### config.mk
export PLATFORM = sky130hd
export DESIGN_NAME = sync_serial_port
export DESIGN_NICKNAME = d
export VERILOG_FILES = /design/src/design/sync_serial_port.v
export VERILOG_INCLUDE_DIRS = /design/src /design/src/design
export SDC_FILE = /design/constraint.sdc
export NUM_CORES = 1
export LEC_CHECK = 0
export BUFFER_PORTS_ARGS = -buffer_cell sky130_fd_sc_hd__buf_2
export CORE_ASPECT_RATIO = 0.9
export CORE_MARGIN = 8
export CORE_UTILIZATION = 57
export CTS_CLUSTER_SIZE = 8
export DETAILED_ROUTE_END_ITERATION = 8
export PLACE_DENSITY = 0.78
export SYNTH_ARGS = -nofsm -noshare
export SYNTH_HDL_FRONTEND = slang
export SYNTH_SLANG_ARGS = --single-unit
### constraint.sdc
create_clock -name mclk_i -period 2.7 [get_ports mclk_i]
set_input_delay 0 -clock mclk_i [delete_from_list [all_inputs] [get_ports mclk_i]]
set_output_delay 0 -clock mclk_i [all_outputs]
set_load 0.005 [all_outputs]
### src/design/sync_serial_port_defs.vh
// Constants for the synchronous serial port block.
// Assumes inclusion by its bare name from the design file.
`ifndef SYNC_SERIAL_PORT_DEFS_VH
`define SYNC_SERIAL_PORT_DEFS_VH
`define SSP_MODE_W 4
`define SSP_MODE_SLAVE_SS 4'h4
`define SSP_MODE_SLAVE_NOSS 4'h5
`define SSP_MODE_MASTER_TW 4'h8
`define SSP_BYTE_BITS 4'h8
`define SSP_ACK_CLOCK 4'h9
`define SSP_BRG_RESET 8'h00
`define SSP_BRG_DEFAULT 8'h04
`endif

### src/design/sync_serial_port.v
// Synchronous serial port: two-wire master transmit and SPI slave.
// Assumes a single 100 MHz clock; link pins are asynchronous and
// synchronised here; open-drain pins resolved outside.
`timescale 1ns/1ps
`include "sync_serial_port_defs.vh"

// Behaviour
// Buffer write sets buffer-full and starts the baud generator.
// Data bit changes after SCL falls; SCL low one rollover.
// Released SCL stays high one rollover before going low.
// Eighth falling edge clears buffer-full and releases SDA.
// Ninth falling edge samples SDA into ack status bit.
// After ninth clock set interrupt flag, stop generator, hold SCL low.
// Address byte: seven bits then direction bit, MSB first.
// Write while shifting sets collision flag, buffer unchanged. Here only two-wire master shifting flags it; SPI slave writes are queued.
// Collision flag cleared only by software.
// Slave drives acknowledge low on match or good data.
// SPI slave shifts on external SCK; flag after last bit.
// SPI slave works in sleep; received byte raises wake.
// SCK already idle at polarity level before enabling slave.
// Slave-select gating only when mode field equals 04h.
// Select low in gated mode enables transfer and drives SDO.
// Select high stops driving SDO immediately.
// Select high or port disable forces bit counter to zero.
// Software sets select control when edge select bit set.
// SDO as input suppresses transmission; SDI still receives.
module sync_serial_port #(
  parameter [7:0] BRG_RELOAD = `SSP_BRG_DEFAULT
) (
  input wire mclk_i,
  input wire rst_n_i,
  input wire port_enable_bit_i,
  input wire [3:0] mode_i,
  input wire clock_polarity_bit_i,
  input wire clock_edge_i,
  input wire sdo_input_i,
  input wire sleep_i,
  input wire [7:0] wr_data_i,
  input wire wr_valid_i,
  output wire wr_ready_o,
  input wire write_collision_flag_clear_i,
  input wire int_clear_i,
  output wire [7:0] rd_data_o,
  output wire rd_valid_o,
  input wire rd_ready_i,
  output reg buffer_full_flag_o,
  output reg write_collision_flag_o,
  output reg ack_status_bit_o,
  output reg port_interrupt_flag_o,
  output reg wake_o,
  input wire scl_i,
  output wire scl_oe_n_o,
  input wire sda_i,
  output wire sda_oe_n_o,
  input wire sck_i,
  input wire ss_n_i,
  input wire sdi_i,
  output reg sdo_o,
  output wire sdo_oe_n_o
);

  // ****************************************************
  // Pin synchronisers
  // ****************************************************
  reg [1:0] scl_s_r, sda_s_r, sck_s_r, ss_s_r, sdi_s_r;
  reg sck_d_r;
  always @(posedge mclk_i or negedge rst_n_i) begin
    if (!rst_n_i) begin
      scl_s_r <= 2'h3;
      sda_s_r <= 2'h3;
      sck_s_r <= 2'h0;
      ss_s_r <= 2'h3;
      sdi_s_r <= 2'h0;
      sck_d_r <= 1'b0;
    end else begin
      scl_s_r <= {scl_s_r[0], scl_i};
      sda_s_r <= {sda_s_r[0], sda_i};
      sck_s_r <= {sck_s_r[0], sck_i};
      ss_s_r <= {ss_s_r[0], ss_n_i};
      sdi_s_r <= {sdi_s_r[0], sdi_i};
      sck_d_r <= sck_s_r[1];
    end
  end

  wire sda_in = sda_s_r[1];
  wire sck_in = sck_s_r[1];
  wire ss_in = ss_s_r[1];
  wire sdi_in = sdi_s_r[1];
  wire sck_rise = sck_in & ~sck_d_r;
  wire sck_fall = ~sck_in & sck_d_r;

  // ****************************************************
  // Mode decode
  // ****************************************************
  wire master_mode = port_enable_bit_i & (mode_i == `SSP_MODE_MASTER_TW);
  wire gated_mode = mode_i == `SSP_MODE_SLAVE_SS;
  wire slave_mode = port_enable_bit_i &
                    (gated_mode | mode_i == `SSP_MODE_SLAVE_NOSS);
  wire slave_sel = slave_mode & ~(gated_mode & ss_in);
  wire port_reset = ~port_enable_bit_i | (gated_mode & ss_in);
  // Sample edge: polarity xor clock edge select picks leading/trailing
  wire samp_edge = (clock_polarity_bit_i ^ clock_edge_i) ? sck_fall
                                                         : sck_rise;
  wire shift_edge = (clock_polarity_bit_i ^ clock_edge_i) ? sck_rise
                                                          : sck_fall;

  // ****************************************************
  // Two-entry transmit buffer
  // ****************************************************
  reg [7:0] tbuf_r [0:1];
  reg tb_wp_r, tb_rp_r;
  reg [1:0] tb_cnt_r;
  wire tb_full = tb_cnt_r == 2'h2;
  wire tb_empty = tb_cnt_r == 2'h0;
  wire tb_pop;
  reg [2:0] mstate_r;
  wire shifting;
  // Collision case refuses the word, so ready stays high for it
  assign wr_ready_o = ~tb_full;
  wire wr_take = wr_valid_i & ~tb_full & ~shifting;
  wire wr_coll = wr_valid_i & shifting;

  always @(posedge mclk_i or negedge rst_n_i) begin
    if (!rst_n_i) begin
      tb_wp_r <= 1'b0;
      tb_rp_r <= 1'b0;
      tb_cnt_r <= 2'h0;
      tbuf_r[0] <= 8'h00;
      tbuf_r[1] <= 8'h00;
    end else begin
      if (wr_take) begin
        tbuf_r[tb_wp_r] <= wr_data_i;
        tb_wp_r <= ~tb_wp_r;
      end
      if (tb_pop)
        tb_rp_r <= ~tb_rp_r;
      tb_cnt_r <= tb_cnt_r + {1'b0, wr_take} - {1'b0, tb_pop};
    end
  end
  wire [7:0] tb_head = tbuf_r[tb_rp_r];

  // ****************************************************
  // Two-wire master transmitter
  // ****************************************************
  localparam [2:0] M_IDLE = 3'h0;
  localparam [2:0] M_LOW = 3'h1;
  localparam [2:0] M_HIGH = 3'h2;
  localparam [2:0] M_HOLD = 3'h3;
  reg [7:0] brg_r;
  reg [7:0] m_shift_r;
  reg [3:0] m_clk_r;
  reg scl_drv_r, sda_drv_r;
  wire brg_roll = brg_r == `SSP_BRG_RESET;
  wire m_start = (mstate_r == M_IDLE || mstate_r == M_HOLD) &
                 master_mode & ~tb_empty;
  wire s_start;
  assign tb_pop = m_start | s_start;
  assign shifting = (mstate_r == M_LOW | mstate_r == M_HIGH) &
                    (m_clk_r != `SSP_ACK_CLOCK);

  always @(posedge mclk_i or negedge rst_n_i) begin
    if (!rst_n_i) begin
      mstate_r <= M_IDLE;
      brg_r <= `SSP_BRG_RESET;
      m_shift_r <= 8'h00;
      m_clk_r <= 4'h0;
      scl_drv_r <= 1'b0;
      sda_drv_r <= 1'b0;
      ack_status_bit_o <= 1'b0;
    end else if (!master_mode) begin
      mstate_r <= M_IDLE;
      scl_drv_r <= 1'b0;
      sda_drv_r <= 1'b0;
      m_clk_r <= 4'h0;
    end else begin
      if (!brg_roll)
        brg_r <= brg_r - 8'h01;
      case (mstate_r)
        M_IDLE, M_HOLD: begin
          if (m_start) begin
            m_shift_r <= {tb_head[6:0], 1'b0};
            sda_drv_r <= ~tb_head[7];
            scl_drv_r <= 1'b1;
            m_clk_r <= 4'h1;
            brg_r <= BRG_RELOAD;
            mstate_r <= M_LOW;
          end
        end
        M_LOW: begin
          if (brg_roll) begin
            scl_drv_r <= 1'b0;
            brg_r <= BRG_RELOAD;
            mstate_r <= M_HIGH;
          end
        end
        M_HIGH: begin
          if (brg_roll) begin
            scl_drv_r <= 1'b1;
            brg_r <= BRG_RELOAD;
            if (m_clk_r == `SSP_ACK_CLOCK) begin
              ack_status_bit_o <= sda_in;
              sda_drv_r <= 1'b0;
              m_clk_r <= 4'h0;
              mstate_r <= M_HOLD;
            end else begin
              if (m_clk_r == `SSP_BYTE_BITS)
                sda_drv_r <= 1'b0;
              else
                sda_drv_r <= ~m_shift_r[7];
              m_shift_r <= {m_shift_r[6:0], 1'b0};
              m_clk_r <= m_clk_r + 4'h1;
              mstate_r <= M_LOW;
            end
          end
        end
        default: mstate_r <= M_IDLE;
      endcase
    end
  end
  // Open drain: enable low pulls the wire low
  assign scl_oe_n_o = ~scl_drv_r;
  assign sda_oe_n_o = ~sda_drv_r;
  wire m_byte_end = master_mode & mstate_r == M_HIGH & brg_roll &
                    m_clk_r == `SSP_BYTE_BITS;
  wire m_ack_end = master_mode & mstate_r == M_HIGH & brg_roll &
                   m_clk_r == `SSP_ACK_CLOCK;

  // ****************************************************
  // SPI slave
  // ****************************************************
  reg [7:0] s_shift_r;
  reg [2:0] s_cnt_r;
  reg s_loaded_r;
  reg [7:0] rx_r [0:1];
  reg rx_wp_r, rx_rp_r;
  reg [1:0] rx_cnt_r;
  assign s_start = slave_sel & ~s_loaded_r & ~tb_empty & ~samp_edge &
                   s_cnt_r == 3'h0;
  wire s_done = slave_sel & samp_edge & s_cnt_r == 3'h7;
  wire rx_push = s_done & rx_cnt_r != 2'h2;
  wire rx_pop = rd_valid_o & rd_ready_i;

  always @(posedge mclk_i or negedge rst_n_i) begin
    if (!rst_n_i) begin
      s_shift_r <= 8'h00;
      s_cnt_r <= 3'h0;
      s_loaded_r <= 1'b0;
      sdo_o <= 1'b0;
    end else if (port_reset | ~slave_mode) begin
      s_cnt_r <= 3'h0;
      s_loaded_r <= 1'b0;
    end else begin
      if (s_start) begin
        s_shift_r <= tb_head;
        sdo_o <= tb_head[7];
        s_loaded_r <= 1'b1;
      end else if (samp_edge) begin
        s_shift_r <= {s_shift_r[6:0], sdi_in};
        s_cnt_r <= s_cnt_r + 3'h1;
        if (s_cnt_r == 3'h7)
          s_loaded_r <= 1'b0;
      end else if (shift_edge) begin
        sdo_o <= s_shift_r[7];
      end
    end
  end
  // Drive SDO only when selected and SDO not an input
  assign sdo_oe_n_o = ~(slave_sel & ~sdo_input_i); // see R16

  always @(posedge mclk_i or negedge rst_n_i) begin
    if (!rst_n_i) begin
      rx_wp_r <= 1'b0;
      rx_rp_r <= 1'b0;
      rx_cnt_r <= 2'h0;
      rx_r[0] <= 8'h00;
      rx_r[1] <= 8'h00;
    end else begin
      if (rx_push) begin
        rx_r[rx_wp_r] <= {s_shift_r[6:0], sdi_in};
        rx_wp_r <= ~rx_wp_r;
      end
      if (rx_pop)
        rx_rp_r <= ~rx_rp_r;
      rx_cnt_r <= rx_cnt_r + {1'b0, rx_push} - {1'b0, rx_pop};
    end
  end
  assign rd_valid_o = rx_cnt_r != 2'h0;
  assign rd_data_o = rx_r[rx_rp_r];

  // ****************************************************
  // Status flags
  // ****************************************************
  always @(posedge mclk_i or negedge rst_n_i) begin
    if (!rst_n_i) begin
      buffer_full_flag_o <= 1'b0;
      write_collision_flag_o <= 1'b0;
      port_interrupt_flag_o <= 1'b0;
      wake_o <= 1'b0;
    end else begin
      if (wr_take)
        buffer_full_flag_o <= 1'b1;
      else if (m_byte_end)
        buffer_full_flag_o <= 1'b0;
      if (wr_coll)
        write_collision_flag_o <= 1'b1;
      else if (write_collision_flag_clear_i)
        write_collision_flag_o <= 1'b0;
      if (m_ack_end | s_done)
        port_interrupt_flag_o <= 1'b1;
      else if (int_clear_i)
        port_interrupt_flag_o <= 1'b0;
      wake_o <= s_done & sleep_i;
    end
  end

endmodule // sync_serial_port

==> impl_metrics.yaml, run 1 <==
drt:
  postRouteAntennaNets: 0
  firstDrtPassIters: 4
  via_per_inst: 5.67
  via_count: 3151
  totalWireLength_mm: 8.99
  drc: 0
  drt_iter0_drc: 137
  routedWlPerCell_um: 16.2
final_layout:
  nNetsFinal: 498
  final_cells: 556
  fin_area_sq_mm: 0.00506
  final_util: 0.677
  final_common_cell: "dfrtp_1"
  syn_to_final_growth_pct: 16.2
  fill_cells: 551
  final_cell_mix: "dfrtp_1 (86), buf_2 (44), mux2_2 (43)"
  num_antenna_cells: 0
  drive_gt1_frac: 0.300
yosys:
  synth_seq_cells: 90
  ys_seq_area_frac: 0.519
  yosys_warnings: 0
  synth-edff-count: 0
  syn_nets: 428
  yosys.cell_types.count: 55
  synthCells: 386
  avgSynthCellArea_sq_um: 11.3
  synth-async-reset-ratio: 1.00
  synth_flop_cell: "dfrtp_1"
  synth_area_sq_mm: 0.00435
die:
  initial_core_util: 0.583
  die_h_um: 98.9
  pin_count: 47
  die_x_um: 108
  die_area_sq_mm: 0.0107
  rows: 30
  coreArea_sq_mm: 0.00747
run_status:
  status: "complete, no violations"
sta:
  whs_ns: 0.113
  slew_headroom: 0.508
  setup_viol: 0
  rsz0062_at_grt: "no"
  tightest_slew_ns: 0.737
  fmax_mhz: 422
  finalCriticalPeriod_ns: 2.37
  tns_ns: 0
  final_max_slew_viol_count: 0
  hold_viol_final: 0
  period_share: 0.878
  fin_skew_ns: 0.0113
  post-route-worst-setup-slack_ns: 0.329
power_and_ir_drop:
  powerDensity_mw_per_mm2: 788
  p_total_mw: 3.99
  leakagePower_nw: 2.37
  vdd_drop_max_v: 0.000577
placed_design:
  portBuffers: 45
  dp_hpwl_mm: 6.51
  pre_cts_ws_ns: 0.349
  place.gp.congestion: 0.835
  dpl.cell_count: 523
  placed_cell_area_sq_mm: 0.00471
hold_path:
  hp-class: "in2reg"
clock_network:
  cts_max_level: 3
  clkLatencyLatePin_ns: 0.35
  cts_tree: "done"
  cts_buffers: 9
  root_buffer: "clkbuf_8"
  cts_buffer_depth: 2
  clock_sinks: 90
  cts_resized: 0
  path_clk_slew_ns: 0.09
  cts_setup_buffers: 0
global_route:
  grt_pass1_wl_mm: 15.9
  antenna_found_initial: 0
  grt_max_degree: 60
  overflow: 0
  grt_util_all_layers: 0.182
  grt_pass1_vias: 3280
worst_setup_path:
  cp-end-kind: "flip-flop"
  critical_path.startpoint_type: "flip-flop"
  crit_fanout: 19
  path_class: "reg2reg"
  critPathRequiredTime_ns: 2.97
  critPathArrivalTime_ns: 2.64
flow_run:
  maxCapViolCount: 0
## registers in the layout, summed over array words and instances, names as in the netlist, 2 cells and up
| register | count |
|---|---|
| ss_s_r | 2 |
| m_shift_r | 7 |
| mstate_r | 2 |
| tb_cnt_r | 2 |
| sdi_s_r | 2 |
| tbuf_r | 16 |
| brg_r | 8 |
| sda_s_r | 2 |
| m_clk_r | 4 |
| rx_r | 16 |
| rx_cnt_r | 2 |
| s_shift_r | 8 |
| s_cnt_r | 3 |
| sck_s_r | 2 |
## area by class of cell
class / instances / area [sq um] / share of cell area
well taps: 96 / 120 / 0.0237
repair buffers: 74 / 490 / 0.0969
clock inverters: 5 / 41.3 / 0.00816
flip-flops and latches: 90 / 2260 / 0.446
inverters: 21 / 78.8 / 0.0156
multi-input cells: 260 / 1940 / 0.384
clock buffers: 10 / 128 / 0.0252
## cells in the mapped netlist, drive strengths merged, types with 5 or more instances
cell    count  area (sq um)
a21oi      20           100
a31oi       5          31.3
and2        5          33.8
buf         8          45.0
clkbuf      7          27.5
dfrtp      86          2150
ha         14           175
inv        21          78.8
mux2       43           484
mux2i      10           100
nand2      24          90.1
nand2b      6          37.5
nand3       8          40.0
nand3b      5          45.0
nand4       9          56.3
nor2       19          71.3
nor3        7          51.3
o21ai      26           130
o221a       6          67.6
xnor2       7          68.8
## where the power goes
part | leakage [nW] | internal (mW) | switching, mW | total, mW
clock | 0.0790 | 0.336 | 0.473 | 0.809
sequential | 1.14 | 1.67 | 0.246 | 1.91
combinational | 1.15 | 0.618 | 0.651 | 1.27
## repair_timing
item,CTS,global route
hold buffers,18,0
hold endpoints to repair,79,0
endpoints found under the setup margin,0,0
## critical path, cell delays in order (launching register included)
cell	delay, ns
dfrtp_1	0.48
nand3b_2	0.36
and2_4	0.32
a32o_1	0.31
ha_1	0.29
inv_1	0.04
ha_1	0.18
xnor2_1	0.18
xnor2_1	0.14
## worst paths after layout
kind	from	to	slack, ns	depth (start not counted)
setup / recovery	sck_d_r$_DFF_PN0_	tb_cnt_r[1]$_DFF_PN0_	0.33	8
hold / removal	wr_valid_i	buffer_full_flag_o$_DFFE_PN0P_	0.11	3
setup reg to reg	sck_d_r$_DFF_PN0_	tb_cnt_r[1]$_DFF_PN0_	0.33	8
hold reg to reg	sdi_s_r[0]$_DFF_PN0_	sdi_s_r[1]$_DFF_PN0_	0.36	0
max in group asynchronous	rst_n_i	ss_s_r[1]$_DFF_PN1_	1.67	3
min in group asynchronous	rst_n_i	tbuf_r[15]$_DFFE_PN0P_	0.25	2
## cell families (layout without fill, tap and decap cells)
family                     count (synthesis)  in the layout  synth area share
xor gates and xnor gates                  10             10            0.0218
DFF                                       90             90             0.519
and+or+nand+nor                          107            107             0.140
adders and majority gates                 14             14            0.0402
muxes                                     53             53             0.134
AOI/OAI and AO/OA                         76             76             0.111
buffers and inverters                     36            110            0.0348
## metal layers
metal / global-route usage / wire, um
met1: 0.244 / 4120
met2: 0.286 / 4400
met3: 0.0417 / 358
met4: 0.0565 / 125
met5: 0 / 0
(Power assumes the default switching activity.)
==> run 2, diff against run 1 <==
--- a/config.mk
+++ b/config.mk
@@ -6,12 +6,14 @@
 export SDC_FILE = /design/constraint.sdc
 export NUM_CORES = 1
 export LEC_CHECK = 0
-export BUFFER_PORTS_ARGS = -buffer_cell sky130_fd_sc_hd__buf_2
+export BUFFER_PORTS_ARGS = -buffer_cell sky130_fd_sc_hd__buf_4
 export CORE_ASPECT_RATIO = 0.9
 export CORE_MARGIN = 8
 export CORE_UTILIZATION = 57
 export CTS_CLUSTER_SIZE = 8
 export DETAILED_ROUTE_END_ITERATION = 8
+export GPL_TIMING_DRIVEN = 0
+export MAX_ROUTING_LAYER = met4
 export PLACE_DENSITY = 0.78
 export SYNTH_ARGS = -nofsm -noshare
 export SYNTH_HDL_FRONTEND = slang
==> run 2 against run 1 <==
First-iteration DRC count is 5.1% lower; setup slack got worse by 0.15 ns; fmax decreased by 5.9%; sequential share of layout area is 1.1 points lower; die area did not move; largest cell class unchanged; critical path type unchanged; worst hold slack got worse by 0.050 ns; clock skew rose by 0.0048 ns.
==> impl_metrics.yaml, run 2 (synthesized netlist as in run 1, its figures left out) <==
placed_design:
  dp_hpwl_mm: 6.47
  pre_cts_ws_ns: -0.137
  portBuffers: 45
  placed_cell_area_sq_mm: 0.00481
  place.gp.congestion: 0.860
sta:
  hold_viol_final: 0
  slew_headroom: 0.275
  finalCriticalPeriod_ns: 2.52
  period_share: 0.933
  fin_skew_ns: 0.0161
  final_max_slew_viol_count: 0
  whs_ns: 0.0630
  fmax_mhz: 397
  post-route-worst-setup-slack_ns: 0.181
  tightest_slew_ns: 1.09
  setup_viol: 0
  rsz0062_at_grt: "no"
global_route:
  grt_max_degree: 91
  overflow: 0
  grt_util_all_layers: 0.186
  grt_pass1_wl_mm: 15.4
  grt_pass1_vias: 3207
  antenna_found_initial: 0
die:
  die_area_sq_mm: 0.0107
  rows: 30
  die_x_um: 108
  coreArea_sq_mm: 0.00747
  pin_count: 47
  initial_core_util: 0.583
  die_h_um: 98.9
final_layout:
  top_regs: "rx_r: 16 flops, tbuf_r: 16 flops"
  drive_gt1_frac: 0.303
  final_util: 0.695
  fill_cells: 548
  num_antenna_cells: 0
  fin_area_sq_mm: 0.00519
  nNetsFinal: 502
  syn_to_final_growth_pct: 19.2
  final_cell_mix: "dfrtp_1 (86), buf_4 (45), mux2_2 (43)"
  final_common_cell: "dfrtp_1"
drt:
  drc: 0
  via_per_inst: 5.63
  firstDrtPassIters: 4
  drt_iter0_drc: 130
  routedWlPerCell_um: 16.0
  totalWireLength_mm: 8.99
  via_count: 3160
  postRouteAntennaNets: 0
worst_setup_path:
  crit_fanout: 10
  crit_slowest_cell: "or3b_2"
  cp_common_cell: "ha_1"
  critical_path.startpoint_type: "flip-flop"
  crit_path_cell_trace: "inv_1 -> ha_1 -> or3b_2 -> nor2_4 -> clkbuf_4 -> a32o_2 -> ha_1 -> inv_1 -> ha_1 -> xnor2_1 -> xnor2_1"
  critPathArrivalTime_ns: 2.81
  path_class: "reg2reg"
  cp-end-kind: "flip-flop"
  max_stage_delay_ns: 0.51
  critPathRequiredTime_ns: 2.99
power_and_ir_drop:
  leakagePower_nw: 2.42
  p_total_mw: 4.04
  powerDensity_mw_per_mm2: 779
  vdd_drop_max_v: 0.000634
hold_path:
  hp-class: "in2reg"
clock_network:
  clkLatencyLatePin_ns: 0.36
  path_clk_slew_ns: 0.09
  cts_setup_buffers: 0
  cts_buffers: 9
  clock_sinks: 90
  cts_tree: "done"
  root_buffer: "clkbuf_8"
  cts_max_level: 3
  cts_buffer_depth: 2
run_status:
  status: "complete, no violations"
flow_run:
  maxCapViolCount: 0
==> run 2: cell type report <==
cell class	instances	area [sq um]	area share
sequential	90	2260	0.435
buffer	15	76.3	0.0147
multi-input combinational	260	1960	0.377
clock inverter	7	57.6	0.0111
clock buffer	9	124	0.0239
inverter	21	78.8	0.0152
tap	96	120	0.0231
timing repair buffer	63	518	0.0998
==> run 2: worst max-delay path: cells and delay by family, from the launching register on <==
family / cells / cell delay (ns)
DFF: 1 / 0.41
and+or+nand+nor: 2 / 0.65
adders and majority gates: 3 / 0.53
AOI/OAI and AO/OA: 1 / 0.23
buffers and inverters: 3 / 0.35
xor gates and xnor gates: 2 / 0.27
==> run 2: power breakdown <==
part           total [mW]  switching, mW  internal (mW)
combinational        1.31          0.693          0.615
clock               0.859          0.506          0.353
sequential           1.87          0.208           1.67
==> run 2: routing by layer <==
layer,vias up,GRT usage,share of wire
li1,1533,-,-
met1,1555,0.233,0.45
met2,65,0.287,0.50
met3,7,0.0541,0.041
met4,0,0.0480,0.0099
met5,-,-,0
==> run 2: final timing paths <==
path / end / slack, ns / cells past startpoint / from
setup / recovery: tb_cnt_r[1]$_DFF_PN0_ / 0.18 / 11 / s_cnt_r[0]$_DFFE_PN0P_
hold / removal: buffer_full_flag_o$_DFFE_PN0P_ / 0.06 / 3 / wr_valid_i
setup reg to reg: tb_cnt_r[1]$_DFF_PN0_ / 0.18 / 11 / s_cnt_r[0]$_DFFE_PN0P_
min in group asynchronous: tbuf_r[15]$_DFFE_PN0P_ / 0.37 / 2 / rst_n_i
max in group asynchronous: brg_r[2]$_DFFE_PN0P_ / 1.62 / 2 / rst_n_i
hold reg to reg: sdi_s_r[1]$_DFF_PN0_ / 0.36 / 0 / sdi_s_r[0]$_DFF_PN0_
==> run 2: through the flow <==
step                std cells  setup TNS [ns]
CTS                       561               0
detailed placement        527          -0.137
finish                    561               0
global route              561               0
floorplan                 386               0
global placement          527         -0.0411
==> run 2: what timing repair did <==
action | CTS | global route
setup endpoints to repair | 1 | 7
hold buffers | 18 | 0
hold endpoints to repair | 110 | 0
resized for setup | 2 | 4
gates cloned | 0 | 0
pin swaps | 0 | 0
==> run 3, diff against run 2 <==
--- a/config.mk
+++ b/config.mk
@@ -10,11 +10,12 @@
 export CORE_ASPECT_RATIO = 0.9
 export CORE_MARGIN = 8
 export CORE_UTILIZATION = 57
+export CTS_BUF_LIST = sky130_fd_sc_hd__clkbuf_4 sky130_fd_sc_hd__clkbuf_8 sky130_fd_sc_hd__clkbuf_16
 export CTS_CLUSTER_SIZE = 8
 export DETAILED_ROUTE_END_ITERATION = 8
-export GPL_TIMING_DRIVEN = 0
 export MAX_ROUTING_LAYER = met4
 export PLACE_DENSITY = 0.78
+export RECOVER_POWER = 25
 export SYNTH_ARGS = -nofsm -noshare
 export SYNTH_HDL_FRONTEND = slang
 export SYNTH_SLANG_ARGS = --single-unit
==> run 3 against run 2 <==
The run now ends with max-capacitance violations, max-slew violations left; largest power group unchanged; critical endpoint is now m_shift_r[3]$_DFFE_PN0P_; die area unchanged; sequential share of layout area is essentially flat; clock power rose by 14%; sequential power is 2% higher; wire length shrank 0.27%; critical path depth down 3.
==> impl_metrics.yaml, run 3 (synthesized netlist as in run 1, its figures left out) <==
run_status:
  status: "complete, but fails checks"
  failed_checks: "max-capacitance violations, max-slew violations"
clock_network:
  cts_max_level: 3
  clock_sinks: 90
  cts_buffer_depth: 2
  path_clk_slew_ns: 0.08
  cts_resized: 0
  cts_buffers: 9
  clkLatencyLatePin_ns: 0.35
  root_buffer: "clkbuf_8"
  cts_tree: "done"
sta:
  setup_viol: 0
  fmax_mhz: 407
  whs_ns: 0.119
  post-route-worst-setup-slack_ns: 0.245
  hold_viol_final: 0
  final_max_slew_viol_count: 91
  finalCriticalPeriod_ns: 2.46
  tightest_slew_ns: 2.15
  slew_headroom: -0.434
  rsz0062_at_grt: "no"
  fin_skew_ns: 0.00679
  tns_ns: 0
  period_share: 0.909
power_and_ir_drop:
  switching_share: 0.326
  pwr-share-seq: 0.459
  p_total_mw: 4.16
  power_frac_comb: 0.307
  vdd_drop_max_v: 0.000504
  p_switching_mw: 1.36
  clkPwrFrac: 0.235
  leakagePower_nw: 2.41
  internal_power_mw: 2.80
  powerDensity_mw_per_mm2: 801
die:
  die_h_um: 98.9
  coreArea_sq_mm: 0.00747
  initial_core_util: 0.583
  die_area_sq_mm: 0.0107
  die_x_um: 108
  rows: 30
  pin_count: 47
placed_design:
  dpl.cell_count: 520
  dp_hpwl_mm: 6.34
  pre_cts_ws_ns: 0.282
  portBuffers: 45
  place.gp.congestion: 0.841
  placed_cell_area_sq_mm: 0.00480
final_layout:
  fin_area_sq_mm: 0.00519
  seq_area_sq_mm: 0.00226
  fill_cells: 531
  nNetsFinal: 495
  final_common_cell: "dfrtp_1"
  top_regs: "rx_r: 16 flops, tbuf_r: 16 flops"
  drive_gt1_frac: 0.297
  final_cell_mix: "dfrtp_1 (86), mux2_2 (43), buf_4 (38)"
  final_cells: 554
  num_antenna_cells: 0
  final_util: 0.695
  multiInputGateArea_sq_mm: 0.00194
  syn_to_final_growth_pct: 19.3
worst_setup_path:
  cp-end-kind: "flip-flop"
  crit_fanout: 6
  crit_path_cell_trace: "inv_1 -> ha_1 -> nor3b_1 -> and2_1 -> inv_1 -> a21oi_1 -> nand3_1 -> o221a_2"
  crit_slowest_cell: "nor3b_1"
  cp_num_buf_inv: 2
  cp_common_cell: "inv_1"
  path_class: "reg2reg"
  critPathRequiredTime_ns: 2.94
  cp_top_family: "simple AND/OR/NAND/NOR gates"
  max_stage_delay_ns: 0.52
  critPathArrivalTime_ns: 2.70
  critical_path.startpoint_type: "flip-flop"
drt:
  drc: 0
  totalWireLength_mm: 8.96
  firstDrtPassIters: 4
  postRouteAntennaNets: 0
  drt_iter0_drc: 135
  via_count: 3157
  via_per_inst: 5.70
  routedWlPerCell_um: 16.2
flow_run:
  maxCapViolCount: 1
global_route:
  grt_pass1_vias: 3338
  grt_util_all_layers: 0.185
  grt_max_degree: 91
  antenna_found_initial: 0
  grt_pass1_wl_mm: 15.6
  overflow: 0
hold_path:
  hp-class: "in2reg"
==> run 3: changes by cell type in the layout (fill, tap and decap cells not counted), sizes merged <==
cell	before	now
bufinv	0	1
inv	27	21
clkbuf	16	28
buf	53	38
clkinvlp	0	1
==> run 3: path summary, 6_finish.rpt <==
path / from / cells past startpoint / endpoint / slack [ns]
worst min-delay path: wr_valid_i / 3 / buffer_full_flag_o$_DFFE_PN0P_ / 0.12
worst min register to register: sdi_s_r[0]$_DFF_PN0_ / 0 / sdi_s_r[1]$_DFF_PN0_ / 0.36
max in group asynchronous: rst_n_i / 2 / brg_r[0]$_DFFE_PN0P_ / 0.62
worst max register to register: brg_r[0]$_DFFE_PN0P_ / 8 / m_shift_r[3]$_DFFE_PN0P_ / 0.24
worst max-delay path: brg_r[0]$_DFFE_PN0P_ / 8 / m_shift_r[3]$_DFFE_PN0P_ / 0.24
min in group asynchronous: rst_n_i / 2 / tbuf_r[8]$_DFFE_PN0P_ / 0.80
==> run 3: routing by layer <==
layer	vias to the layer above	part of all wire	track usage
met5	-	0	-
met4	0	0.012	0.0522
met3	12	0.046	0.0444
met2	76	0.50	0.297
met1	1554	0.44	0.226
li1	1515	-	-
==> run 3: final cells by class <==
cell class              instances  area share
inverters                      21      0.0152
well taps                      96      0.0231
repair buffers                 71       0.110
clock buffers                  13      0.0333
flip-flops and latches         90       0.435
multi-input cells             260       0.375
clock inverters                 3     0.00892
==> run 3: power by group through the flow <==
stage	combinational (mW)	clock, mW	sequential [mW]
finish	1.27	0.975	1.91
global route	1.41	1.04	1.95
CTS	1.29	1.00	1.90
detailed placement	1.26	0	1.93
global placement	1.20	0	1.91
floorplan	0.940	0	1.83
==> run 3: what timing repair did <==
action                    4_1_cts  5_1_grt
setup buffers                   0        0
hold buffers                   18        0
hold endpoints to repair      110        0
==> run 3: worst reg2reg max path, cell delays in order (launching register included) <==
cell,delay [ns]
dfrtp_1,0.39
inv_1,0.12
ha_1,0.21
nor3b_1,0.52
and2_1,0.25
inv_1,0.06
a21oi_1,0.24
nand3_1,0.25
o221a_2,0.32
